<file path="src/verilog/rmf_pkg.sv">
package rmf_pkg;

	// ==================================================
	// register map (byte addresses, 32-bit words)
	localparam logic [7:0] ADDR_CTRL = 8'h00;
	localparam logic [7:0] ADDR_SAMPLE = 8'h04;
	localparam logic [7:0] ADDR_RESUME = 8'h08;
	localparam logic [7:0] ADDR_STATUS = 8'h0C;
	localparam logic [1:0] RESP_OKAY = 2'h0;
	localparam logic [1:0] RESP_SLVERR = 2'h2;

	// internal register selects shared by the bus and the command port
	localparam logic [1:0] SEL_CTRL = 2'h0;
	localparam logic [1:0] SEL_SAMPLE = 2'h1;
	localparam logic [1:0] SEL_RESUME = 2'h2;
	localparam logic [1:0] SEL_STATUS = 2'h3;

	// control word fields
	localparam int CTRL_HOLD = 0;
	localparam int CTRL_DUMP = 1;
	localparam int CTRL_PREFIX_OFF = 2;
	localparam int CTRL_ADDRESSED = 3;
	localparam int CTRL_RES_LO = 4;
	localparam int RES_W = 2;
	localparam logic [15:0] SAMPLE_RESET = 16'h0000;

	// status word fields
	localparam int STAT_FULL = 0;
	localparam int STAT_PEND = 1;
	localparam int STAT_WAIT = 2;
	localparam int STAT_SEND = 3;
	localparam int STAT_GATE = 4;
	localparam int STAT_DWELL = 5;

	// ==================================================
	// message layout
	localparam logic [4:0] MSG_LEN = 5'h15;
	localparam logic [4:0] IDX_FIRST = 5'h01;
	localparam logic [4:0] IDX_SECOND = 5'h02;
	localparam logic [4:0] IDX_SPACE = 5'h03;
	localparam logic [4:0] IDX_SIGN = 5'h04;
	localparam logic [4:0] IDX_MANT_LO = 5'h05;
	localparam logic [4:0] IDX_MANT_HI = 5'h11;
	localparam logic [4:0] IDX_E = 5'h12;
	localparam logic [4:0] IDX_EXP_SIGN = 5'h13;
	localparam logic [4:0] IDX_EXP_HI = 5'h14;
	localparam int MANT_DIGITS = 12;
	localparam logic [4:0] DUMP_C_ZEROS = 5'h04;
	localparam logic [3:0] DUMP_AB_DIGITS = 4'h4;

	// ascii characters
	localparam logic [7:0] CH_SPACE = 8'h20;
	localparam logic [7:0] CH_PLUS = 8'h2B;
	localparam logic [7:0] CH_MINUS = 8'h2D;
	localparam logic [7:0] CH_POINT = 8'h2E;
	localparam logic [7:0] CH_ZERO = 8'h30;
	localparam logic [7:0] CH_E = 8'h45;

	// function codes of a result
	localparam logic [3:0] FN_INPUT_A = 4'h0;
	localparam logic [3:0] FN_INPUT_B = 4'h1;
	localparam logic [3:0] FN_INPUT_C = 4'h2;
	localparam logic [3:0] FN_CHECK = 4'h3;
	localparam logic [3:0] FN_RATIO_CB = 4'h4;
	localparam logic [3:0] FN_RATIO_CA = 4'h5;
	localparam logic [3:0] FN_RATIO_BA = 4'h6;
	localparam logic [3:0] FN_RESOLUTION = 4'h7;
	localparam logic [3:0] FN_MANUAL = 4'h8;
	localparam logic [3:0] FN_OFFSET = 4'h9;
	localparam logic [3:0] FN_MULT = 4'hA;
	localparam logic [3:0] FN_SAMPLE = 4'hB;
	localparam logic [3:0] FN_HARMONIC = 4'hC;
	localparam logic [3:0] FN_LOCAL_OSC = 4'hD;

	// ==================================================
	// timing
	localparam int CLOCK_PERIOD_NS = 4;
	localparam int MS_IN_NS = 1000000;
	localparam int MS_CYCLES = MS_IN_NS / CLOCK_PERIOD_NS;
	localparam logic [25:0] MS_PER_S = 26'h00003E8;
	localparam logic [25:0] GATE_MS_RES0 = 26'h0000001;
	localparam logic [25:0] GATE_MS_RES1 = 26'h000000A;
	localparam logic [25:0] GATE_MS_RES2 = 26'h0000064;
	localparam logic [25:0] GATE_MS_RES3 = 26'h00003E8;

	// ==================================================
	// types
	typedef enum logic [1:0] {M_IDLE, M_GATE, M_DWELL} rmf_meas_type;
	typedef enum logic [1:0] {X_IDLE, X_WAIT, X_SEND} rmf_xfer_type;

	typedef struct packed {
		logic [3:0] func;
		logic neg;
		logic [47:0] digits;
		logic [3:0] point;
		logic expNeg;
		logic [7:0] expBcd;
	} rmf_result_type;

endpackage

</file>
<file path="src/verilog/rmf_char_gen.sv">
`timescale 1ns/1ps

module rmf_char_gen import rmf_pkg::*; (
	// message position, first byte is 1
	input wire logic [4:0] idx,
	// buffered value
	input wire logic [3:0] funcCode,
	input wire logic neg,
	input wire logic [47:0] digits,
	input wire logic [3:0] point,
	input wire logic expNeg,
	input wire logic [7:0] expBcd,
	input wire logic dumpMode,
	// character at idx
	output logic [7:0] ch
);

	// ==================================================
	// lookups
	function automatic logic [15:0] funcLetters(input logic [3:0] code);
		unique case (code)
			FN_INPUT_A: funcLetters = 16'h4641;
			FN_INPUT_B: funcLetters = 16'h4642;
			FN_INPUT_C: funcLetters = 16'h4643;
			FN_CHECK: funcLetters = 16'h434B;
			FN_RATIO_CB: funcLetters = 16'h4342;
			FN_RATIO_CA: funcLetters = 16'h4341;
			FN_RATIO_BA: funcLetters = 16'h4241;
			FN_RESOLUTION: funcLetters = 16'h5253;
			FN_MANUAL: funcLetters = 16'h4D4E;
			FN_OFFSET: funcLetters = 16'h4F53;
			FN_MULT: funcLetters = 16'h4D55;
			FN_SAMPLE: funcLetters = 16'h5341;
			FN_HARMONIC: funcLetters = 16'h484E;
			FN_LOCAL_OSC: funcLetters = 16'h4C4F;
			default: funcLetters = {CH_SPACE, CH_SPACE};
		endcase
	endfunction

	function automatic logic [7:0] digitChar(input logic [47:0] all, input logic [4:0] d);
		logic [3:0] nib;
		nib = 4'h0;
		for (int k = 0; k < MANT_DIGITS; k++) begin
			if (d == 5'(k)) begin
				nib = all[(MANT_DIGITS - 1 - k) * 4 +: 4];
			end
		end
		digitChar = CH_ZERO | {4'h0, nib};
	endfunction

	// ==================================================
	// character selection
	logic [4:0] pos;
	logic [4:0] dig;
	logic [15:0] letters;
	logic isInputAB;
	assign pos = idx - IDX_MANT_LO;
	assign dig = (pos < {1'b0, point}) ? pos : pos - 5'h01;
	assign letters = funcLetters(funcCode);
	assign isInputAB = (funcCode == FN_INPUT_A) || (funcCode == FN_INPUT_B);

	always_comb begin
		ch = CH_SPACE;
		if (idx == IDX_FIRST) begin
			ch = letters[15:8];
		end else if (idx == IDX_SECOND) begin
			ch = letters[7:0];
		end else if (idx == IDX_SPACE) begin
			ch = CH_SPACE;
		end else if (idx == IDX_SIGN) begin
			ch = neg ? CH_MINUS : CH_PLUS;
		end else if (idx <= IDX_MANT_HI) begin
			// four digits after a leading point
			if (dumpMode && isInputAB) begin
				if (pos == 5'h00) begin
					ch = CH_POINT;
				end else if (pos <= {1'b0, DUMP_AB_DIGITS}) begin
					ch = digitChar(digits, pos - 5'h01);
				end else begin
					ch = CH_ZERO;
				end
			end else if (pos == {1'b0, point}) begin
				ch = CH_POINT;
			// digits below 10 kHz read as zero
			end else if (dumpMode && funcCode == FN_INPUT_C && dig + DUMP_C_ZEROS >= {1'b0, point}) begin
				ch = CH_ZERO;
			end else begin
				ch = digitChar(digits, dig);
			end
		end else if (idx == IDX_E) begin
			ch = CH_E;
		end else if (idx == IDX_EXP_SIGN) begin
			ch = expNeg ? CH_MINUS : CH_PLUS;
		end else if (idx == IDX_EXP_HI) begin
			ch = CH_ZERO | {4'h0, expBcd[7:4]};
		end else begin
			ch = CH_ZERO | {4'h0, expBcd[3:0]};
		end
	end

endmodule

</file>
<file path="src/verilog/result_message_formatter.sv">
// Added by the designer: the AXI4-Lite register port and the register offsets.
`timescale 1ns/1ps

module result_message_formatter import rmf_pkg::*; #(
	parameter int CYCLES_PER_MS = MS_CYCLES
) (
	// clock and reset
	input wire logic clock,
	input wire logic arst_n,
	// axi4-lite write address and data
	input wire logic awvalid,
	output logic awready,
	input wire logic [7:0] awaddr,
	input wire logic [2:0] awprot,
	input wire logic wvalid,
	output logic wready,
	input wire logic [31:0] wdata,
	input wire logic [3:0] wstrb,
	// axi4-lite write response
	output logic bvalid,
	input wire logic bready,
	output logic [1:0] bresp,
	// axi4-lite read
	input wire logic arvalid,
	output logic arready,
	input wire logic [7:0] araddr,
	input wire logic [2:0] arprot,
	output logic rvalid,
	input wire logic rready,
	output logic [31:0] rdata,
	output logic [1:0] rresp,
	// front panel
	input wire logic resumeKey,
	// measurement engine
	output logic gateActive,
	output logic cycleEnd,
	input wire logic [3:0] resFunc,
	input wire logic resNeg,
	input wire logic [47:0] resDigits,
	input wire logic [3:0] resPoint,
	input wire logic resExpNeg,
	input wire logic [7:0] resExpBcd,
	// instrument bus addressing and commands
	input wire logic listenAddressed,
	input wire logic talkAddressed,
	input wire logic cmdValid,
	input wire logic [1:0] cmdSel,
	input wire logic [15:0] cmdData,
	// message character stream toward the listener
	input wire logic xferReq,
	output logic txValid,
	input wire logic txReady,
	output logic [7:0] txData,
	output logic bufferFull
);

	// ==================================================
	// state
	typedef struct packed {
		logic awDone;
		logic [7:0] awAddr;
		logic wDone;
		logic [31:0] wData;
		logic [3:0] wStrb;
		logic bValid;
		logic [1:0] bResp;
		logic rValid;
		logic [31:0] rData;
		logic [1:0] rResp;
		logic holdMode;
		logic dumpMode;
		logic prefixOff;
		logic addressed;
		logic [RES_W-1:0] resolution;
		logic [15:0] sampleSec;
		rmf_meas_type meas;
		logic [31:0] prescale;
		logic [25:0] msLeft;
		logic cycleEnd;
		rmf_result_type buffer;
		rmf_result_type pend;
		logic full;
		logic pendValid;
		rmf_xfer_type xfer;
		logic [4:0] idx;
		logic [7:0] txData;
	} rmf_state_type;

	rmf_state_type q;
	rmf_state_type d;

	// ==================================================
	// helpers
	function automatic logic [25:0] gateMs(input logic [RES_W-1:0] res);
		unique case (res)
			2'h0: gateMs = GATE_MS_RES0;
			2'h1: gateMs = GATE_MS_RES1;
			2'h2: gateMs = GATE_MS_RES2;
			2'h3: gateMs = GATE_MS_RES3;
		endcase
	endfunction

	// shared by the bus slave and the instrument bus command port
	function automatic rmf_state_type regWrite(input rmf_state_type s, input logic [1:0] sel,
			input logic [15:0] data, input logic [1:0] strb);
		regWrite = s;
		if (sel == SEL_CTRL && strb[0]) begin
			regWrite.holdMode = data[CTRL_HOLD];
			regWrite.dumpMode = data[CTRL_DUMP];
			regWrite.prefixOff = data[CTRL_PREFIX_OFF];
			regWrite.addressed = data[CTRL_ADDRESSED];
			regWrite.resolution = data[CTRL_RES_LO +: RES_W];
		end
		if (sel == SEL_SAMPLE) begin
			if (strb[0]) begin
				regWrite.sampleSec[7:0] = data[7:0];
			end
			if (strb[1]) begin
				regWrite.sampleSec[15:8] = data[15:8];
			end
		end
	endfunction

	function automatic logic addrMapped(input logic [7:0] addr);
		addrMapped = addr[7:4] == 4'h0 && addr[1:0] == 2'h0;
	endfunction

	// ==================================================
	// character source and handshakes
	logic [4:0] startIdx;
	logic [4:0] selIdx;
	logic [7:0] selChar;
	logic msTick;
	logic resumeHit;
	logic trigger;
	rmf_result_type incoming;

	// prefix suppression skips the first three bytes
	assign startIdx = q.prefixOff ? IDX_SIGN : IDX_FIRST;
	assign selIdx = (q.xfer == X_SEND) ? q.idx + 5'h01 : startIdx;
	assign msTick = q.prescale == 32'(CYCLES_PER_MS - 1);
	assign incoming = '{resFunc, resNeg, resDigits, resPoint, resExpNeg, resExpBcd};
	// commands only while addressed to listen
	assign resumeHit = resumeKey || (q.awDone && q.wDone && !q.bValid && q.awAddr == ADDR_RESUME)
		|| (cmdValid && q.addressed && listenAddressed && cmdSel == SEL_RESUME);
	assign trigger = xferReq && (!q.addressed || talkAddressed);

	rmf_char_gen charGen (
		.idx(selIdx),
		.funcCode(q.buffer.func),
		.neg(q.buffer.neg),
		.digits(q.buffer.digits),
		.point(q.buffer.point),
		.expNeg(q.buffer.expNeg),
		.expBcd(q.buffer.expBcd),
		.dumpMode(q.dumpMode),
		.ch(selChar)
	);

	assign awready = !q.awDone && !q.bValid;
	assign wready = !q.wDone && !q.bValid;
	assign bvalid = q.bValid;
	assign bresp = q.bResp;
	assign arready = !q.rValid;
	assign rvalid = q.rValid;
	assign rdata = q.rData;
	assign rresp = q.rResp;
	assign gateActive = q.meas == M_GATE;
	assign cycleEnd = q.cycleEnd;
	assign txValid = q.xfer == X_SEND;
	assign txData = q.txData;
	assign bufferFull = q.full;

	// ==================================================
	// next state
	always_comb begin
		d = q;
		d.cycleEnd = 1'b0;

		// bus write: address and data in either order
		if (awvalid && awready) begin
			d.awDone = 1'b1;
			d.awAddr = awaddr;
		end
		if (wvalid && wready) begin
			d.wDone = 1'b1;
			d.wData = wdata;
			d.wStrb = wstrb;
		end
		if (cmdValid && q.addressed && listenAddressed) begin
			d = regWrite(d, cmdSel, cmdData, 2'h3);
		end
		if (q.awDone && q.wDone && !q.bValid) begin
			d.awDone = 1'b0;
			d.wDone = 1'b0;
			d.bValid = 1'b1;
			// status is read only, unmapped words answer with an error
			if (addrMapped(q.awAddr) && q.awAddr[3:2] != SEL_STATUS) begin
				d.bResp = RESP_OKAY;
				d = regWrite(d, q.awAddr[3:2], q.wData[15:0], q.wStrb[1:0]);
			end else begin
				d.bResp = RESP_SLVERR;
			end
		end
		if (q.bValid && bready) begin
			d.bValid = 1'b0;
		end

		// bus read
		if (arvalid && arready) begin
			d.rValid = 1'b1;
			d.rData = 32'h0000_0000;
			d.rResp = RESP_OKAY;
			unique case (araddr)
				ADDR_CTRL: begin
					d.rData[CTRL_HOLD] = q.holdMode;
					d.rData[CTRL_DUMP] = q.dumpMode;
					d.rData[CTRL_PREFIX_OFF] = q.prefixOff;
					d.rData[CTRL_ADDRESSED] = q.addressed;
					d.rData[CTRL_RES_LO +: RES_W] = q.resolution;
				end
				ADDR_SAMPLE: d.rData[15:0] = q.sampleSec;
				ADDR_RESUME: d.rData = 32'h0000_0000;
				ADDR_STATUS: begin
					d.rData[STAT_FULL] = q.full;
					d.rData[STAT_PEND] = q.pendValid;
					d.rData[STAT_WAIT] = q.xfer == X_WAIT;
					d.rData[STAT_SEND] = q.xfer == X_SEND;
					d.rData[STAT_GATE] = q.meas == M_GATE;
					d.rData[STAT_DWELL] = q.meas == M_DWELL;
				end
				default: d.rResp = RESP_SLVERR;
			endcase
		end else if (q.rValid && rready) begin
			d.rValid = 1'b0;
		end

		// transfer sequencing, evaluated before the buffer load below
		unique case (q.xfer)
			X_IDLE: begin
				if (trigger) begin
					if (q.full) begin
						d.xfer = X_SEND;
						d.idx = startIdx;
						d.txData = selChar;
					end else begin
						d.xfer = X_WAIT;
					end
				end
			end
			X_WAIT: begin
				// send the newest result once loaded
				if (q.full) begin
					d.xfer = X_SEND;
					d.idx = startIdx;
					d.txData = selChar;
				end
			end
			X_SEND: begin
				if (txReady) begin
					if (q.idx == MSG_LEN) begin
						d.xfer = X_IDLE;
						d.full = 1'b0;
						// deferred result now takes the buffer
						if (q.pendValid) begin
							d.buffer = q.pend;
							d.full = 1'b1;
							d.pendValid = 1'b0;
						end
					end else begin
						d.idx = selIdx;
						d.txData = selChar;
					end
				end
			end
			default: d.xfer = X_IDLE;
		endcase

		// measurement cycle timing, ms prescaler restarts at each phase
		d.prescale = msTick ? 32'h0000_0000 : q.prescale + 32'h0000_0001;
		unique case (q.meas)
			M_IDLE: begin
				// hold mode waits for a resume from the key, the bus resume word or a listener command
				if (!q.holdMode || resumeHit) begin
					d.meas = M_GATE;
					d.msLeft = gateMs(q.resolution);
					d.prescale = 32'h0000_0000;
				end
			end
			M_GATE: begin
				if (msTick) begin
					d.msLeft = q.msLeft - 26'h0000001;
					if (q.msLeft <= 26'h0000001) begin
						d.cycleEnd = 1'b1;
						// defer the update while a message is leaving
						if (d.xfer == X_SEND) begin
							d.pend = incoming;
							d.pendValid = 1'b1;
						end else begin
							d.buffer = incoming;
							d.full = 1'b1;
						end
						// dwell for the sample store seconds
						if (q.sampleSec == 16'h0000) begin
							d.meas = M_IDLE;
						end else begin
							d.meas = M_DWELL;
							d.msLeft = 26'(q.sampleSec * MS_PER_S);
						end
					end
				end
			end
			M_DWELL: begin
				if (msTick) begin
					d.msLeft = q.msLeft - 26'h0000001;
					if (q.msLeft <= 26'h0000001) begin
						d.meas = M_IDLE;
					end
				end
			end
			default: d.meas = M_IDLE;
		endcase
	end

	// ==================================================
	// state register
	always_ff @(posedge clock or negedge arst_n) begin
		if (!arst_n) begin
			q <= '0;
			q.sampleSec <= SAMPLE_RESET;
			q.meas <= M_IDLE;
			q.xfer <= X_IDLE;
		end else begin
			q <= d;
		end
	end

endmodule

</file>
<file path="config.mk">
export PLATFORM = sky130hd
export DESIGN_NAME = result_message_formatter
export DESIGN_NICKNAME = d
export VERILOG_FILES = /design/src/verilog/rmf_pkg.sv /design/src/verilog/rmf_char_gen.sv /design/src/verilog/result_message_formatter.sv
export SDC_FILE = /design/constraint.sdc
export NUM_CORES = 1
export LEC_CHECK = 0
export BUFFER_PORTS_ARGS = -buffer_cell sky130_fd_sc_hd__buf_2
export CAP_MARGIN = 10
export CORE_UTILIZATION = 45
export CTS_BUF_LIST = sky130_fd_sc_hd__clkbuf_16
export DETAILED_ROUTE_END_ITERATION = 12
export HOLD_SLACK_MARGIN = 0.12
export PLACE_DENSITY_LB_ADDON = 0.15
export SYNTH_ARGS = -nofsm -noshare
export SYNTH_HDL_FRONTEND = slang
export SYNTH_SLANG_ARGS = --single-unit
</file>
<file path="constraint.sdc">
create_clock -name clock -period 7.2 [get_ports clock]
set_clock_uncertainty 0.2 [all_clocks]
set_input_delay 1.44 -clock clock [delete_from_list [all_inputs] [get_ports clock]]
set_output_delay 1.44 -clock clock [all_outputs]
set_load 0.1 [all_outputs]
</file>
==> reports/results.ini <==
[status]
status = completed

[sta]
setup_tns_ns = 0
finalCritPeriodShare = 0.899
rsz0062_at_grt = false
timing.fmax_mhz = 155
finalMaxSlewViolations = 0
setup_violations = 0
worst_pin_slew_ns = 1.24
slew_headroom = 0.165
hold_viol = 0
min_period_ns = 6.47

[clock_network]
path_clk_slew_ns = 0.06
cts_sinks = 279
ctsResizeCount = 0
clock_path_buffers = 3
insertion_delay_ns = 0.54
cts_setup_buffers = 0
root_buffer = clkbuf_16
tritoncts = yes
h-tree-depth = 2
numCtsBuffers = 34
cts_hold_buffers = 0

[worst_setup_path]
critPathMaxFanout = 24
endpoint_kind = register
reg2reg_from = q[13]
cp.arrival_ns = 6.69
criticalPathCategory = reg -> reg
required_ns = 7.42
r2r_end = txData[2]
r2r_slack_ns = 0.73
crit_path_start_kind = register
rr_worst_depth = 25

[job]
cap_viol_max_count = 0

[synthesis]
yosysWarnings = 0
yosysTopAreaCellShare = 0.379
mappedNetlistArea_um2 = 18400
synthCells = 1936
async_flop_share = 1.00
synth-main-ff-cell = dfrtp_1
yosysSeqAreaShare = 0.379
synth_top_cell_by_area = dfrtp_1
ys_seq_elements = 279
synth_cell_types = 89
synth.area.top_cells = dfrtp_1, ha_1, fa_1, mux2i_1, a21oi_1
syn_avg_cell_area_um2 = 9.52
synth_edf_count = 0

[global_route]
gr-usage-all-layers = 0.225
met3_usage = 0.0360
use_met2 = 0.356
grt_pass1_wl_mm = 75.2
overflow = 0
grt_max_degree = 123
use_met1 = 0.320
busiest_layer = met2
antenna_found_initial = 2
grt_pass1_vias = 13900

[min_path]
hp-start = q[176]
whs_path_depth = 1
min_path_type = reg -> reg
whs_endpoint = q[176]

[die]
die_w_um = 204
die_area_um2 = 41800
rows = 73
initial_core_util = 0.460
core_um2 = 40100
io_pins = 208
die_h_um = 204

[place]
portBuffers = 164
routabilityCongestion = 0.892
dpl.hpwl_mm = 33.7
place_area_um2 = 19400

[final_layout]
final_common_cell = dfrtp_1
fill_cells = 3746
syn_to_final_growth_pct = 11.5
design_area_um2 = 20600
drive_gt1_frac = 0.155
final_cell_mix = dfrtp_1, nor2_1, a21oi_1
nets = 2345

[route]
avgViaCountPerCell = 5.53
wl_mm = 46.5
ant_nets = 0
vias = 14300
wl_per_cell_um = 18.0
drc = 0
detail_route.iter0.violations = 1035
first_pass_iters = 5

## worst max path at each step
stage	startpoint	endpoint
global placement	q[13]	txData[2]
detailed placement	q[13]	txData[2]
global route	q[13]	txData[2]
floorplan	q[13]	txData[2]
CTS	q[13]	txData[2]
finish	q[13]	txData[2]
## cells in the mapped netlist (all sizes together) (15+ instances only)
master / n
a21oi: 169
nand4: 18
a22o: 20
o21ai: 117
nor4: 16
nand2: 146
nand3: 54
ha: 100
mux2: 94
clkbuf: 70
and3: 15
inv: 102
dfrtp: 279
a21o: 17
nor2b: 16
fa: 54
xnor2: 31
buf: 63
nor2: 200
xor2: 31
mux2i: 102
nor3: 39
## cells by family after synthesis
kind of cell             after synthesis  share of synthesized area
AND/OR/NAND/NOR                      560                      0.142
AO/OA/AOI/OAI                        447                      0.150
flip-flops                           279                      0.379
buffers and inverters                236                     0.0586
multiplexers                         197                      0.114
adder cells (fa/ha/maj)              154                      0.127
XOR/XNOR                              62                     0.0295
other                                  1                   0.000203
## state kept, by name, summed over array words and instances (netlist names)
signal,cells
bvalid,1
rdata,16
q,250
bufferFull,1
rresp,1
bresp,1
txData,7
rvalid,1
cycleEnd,1
## routing by layer
| metal | routed length [um] | up-vias |
|---|---|---|
| li1 | - | 6961 |
| met4 | 945 | 0 |
| met1 | 21800 | 6886 |
| met2 | 21400 | 368 |
| met5 | 0 | - |
| met3 | 2360 | 76 |
## layout make-up
class / instances / area, um2 / share of cell area
clock buffer: 34 / 851 / 0.0414
tap: 525 / 657 / 0.0320
sequential: 279 / 6980 / 0.340
antenna: 1 / 2.50 / 0.000122
inverter: 103 / 387 / 0.0188
multi-input combinational: 1439 / 10500 / 0.509
clock inverter: 24 / 258 / 0.0125
timing repair buffer: 179 / 956 / 0.0465
## worst max-delay path, stage by stage (launching register included)
cell,delay [ns]
dfrtp_1,0.42
inv_1,0.12
ha_1,0.64
nor2b_1,0.22
buf_4,0.22
inv_1,0.22
ha_1,0.28
a21oi_1,0.33
xnor2_1,0.34
inv_1,0.10
ha_1,0.35
a21oi_1,0.15
and3_1,0.24
o2111ai_4,0.19
nand2_4,0.33
nor2_1,0.07
a21oi_1,0.31
inv_1,0.11
ha_1,0.38
nand2_1,0.14
nor4_1,0.05
a31oi_1,0.15
nand4_1,0.12
a31oi_1,0.23
o31ai_1,0.14
a221o_1,0.33
## stage by stage
| step | std cells | utilization | hold WS (ns) | worst slack [ns] |
|---|---|---|---|---|
| 5_1_grt | 2584 | 0.513 | 0.271 | 0.283 |
| 2_1_floorplan | 1954 | - | 0.225 | 0.661 |
| 3_3_place_gp | 2525 | 0.485 | 0.247 | 1.01 |
| 6_report | 2584 | 0.513 | 0.255 | 0.728 |
| 4_1_cts | 2583 | 0.512 | 0.256 | 0.845 |
| 3_5_place_dp | 2525 | 0.485 | 0.249 | 0.880 |
Power is left out: the tool's default activity adds up to more than one toggle a clock period on the data nets, which glitch-free logic cannot reach.
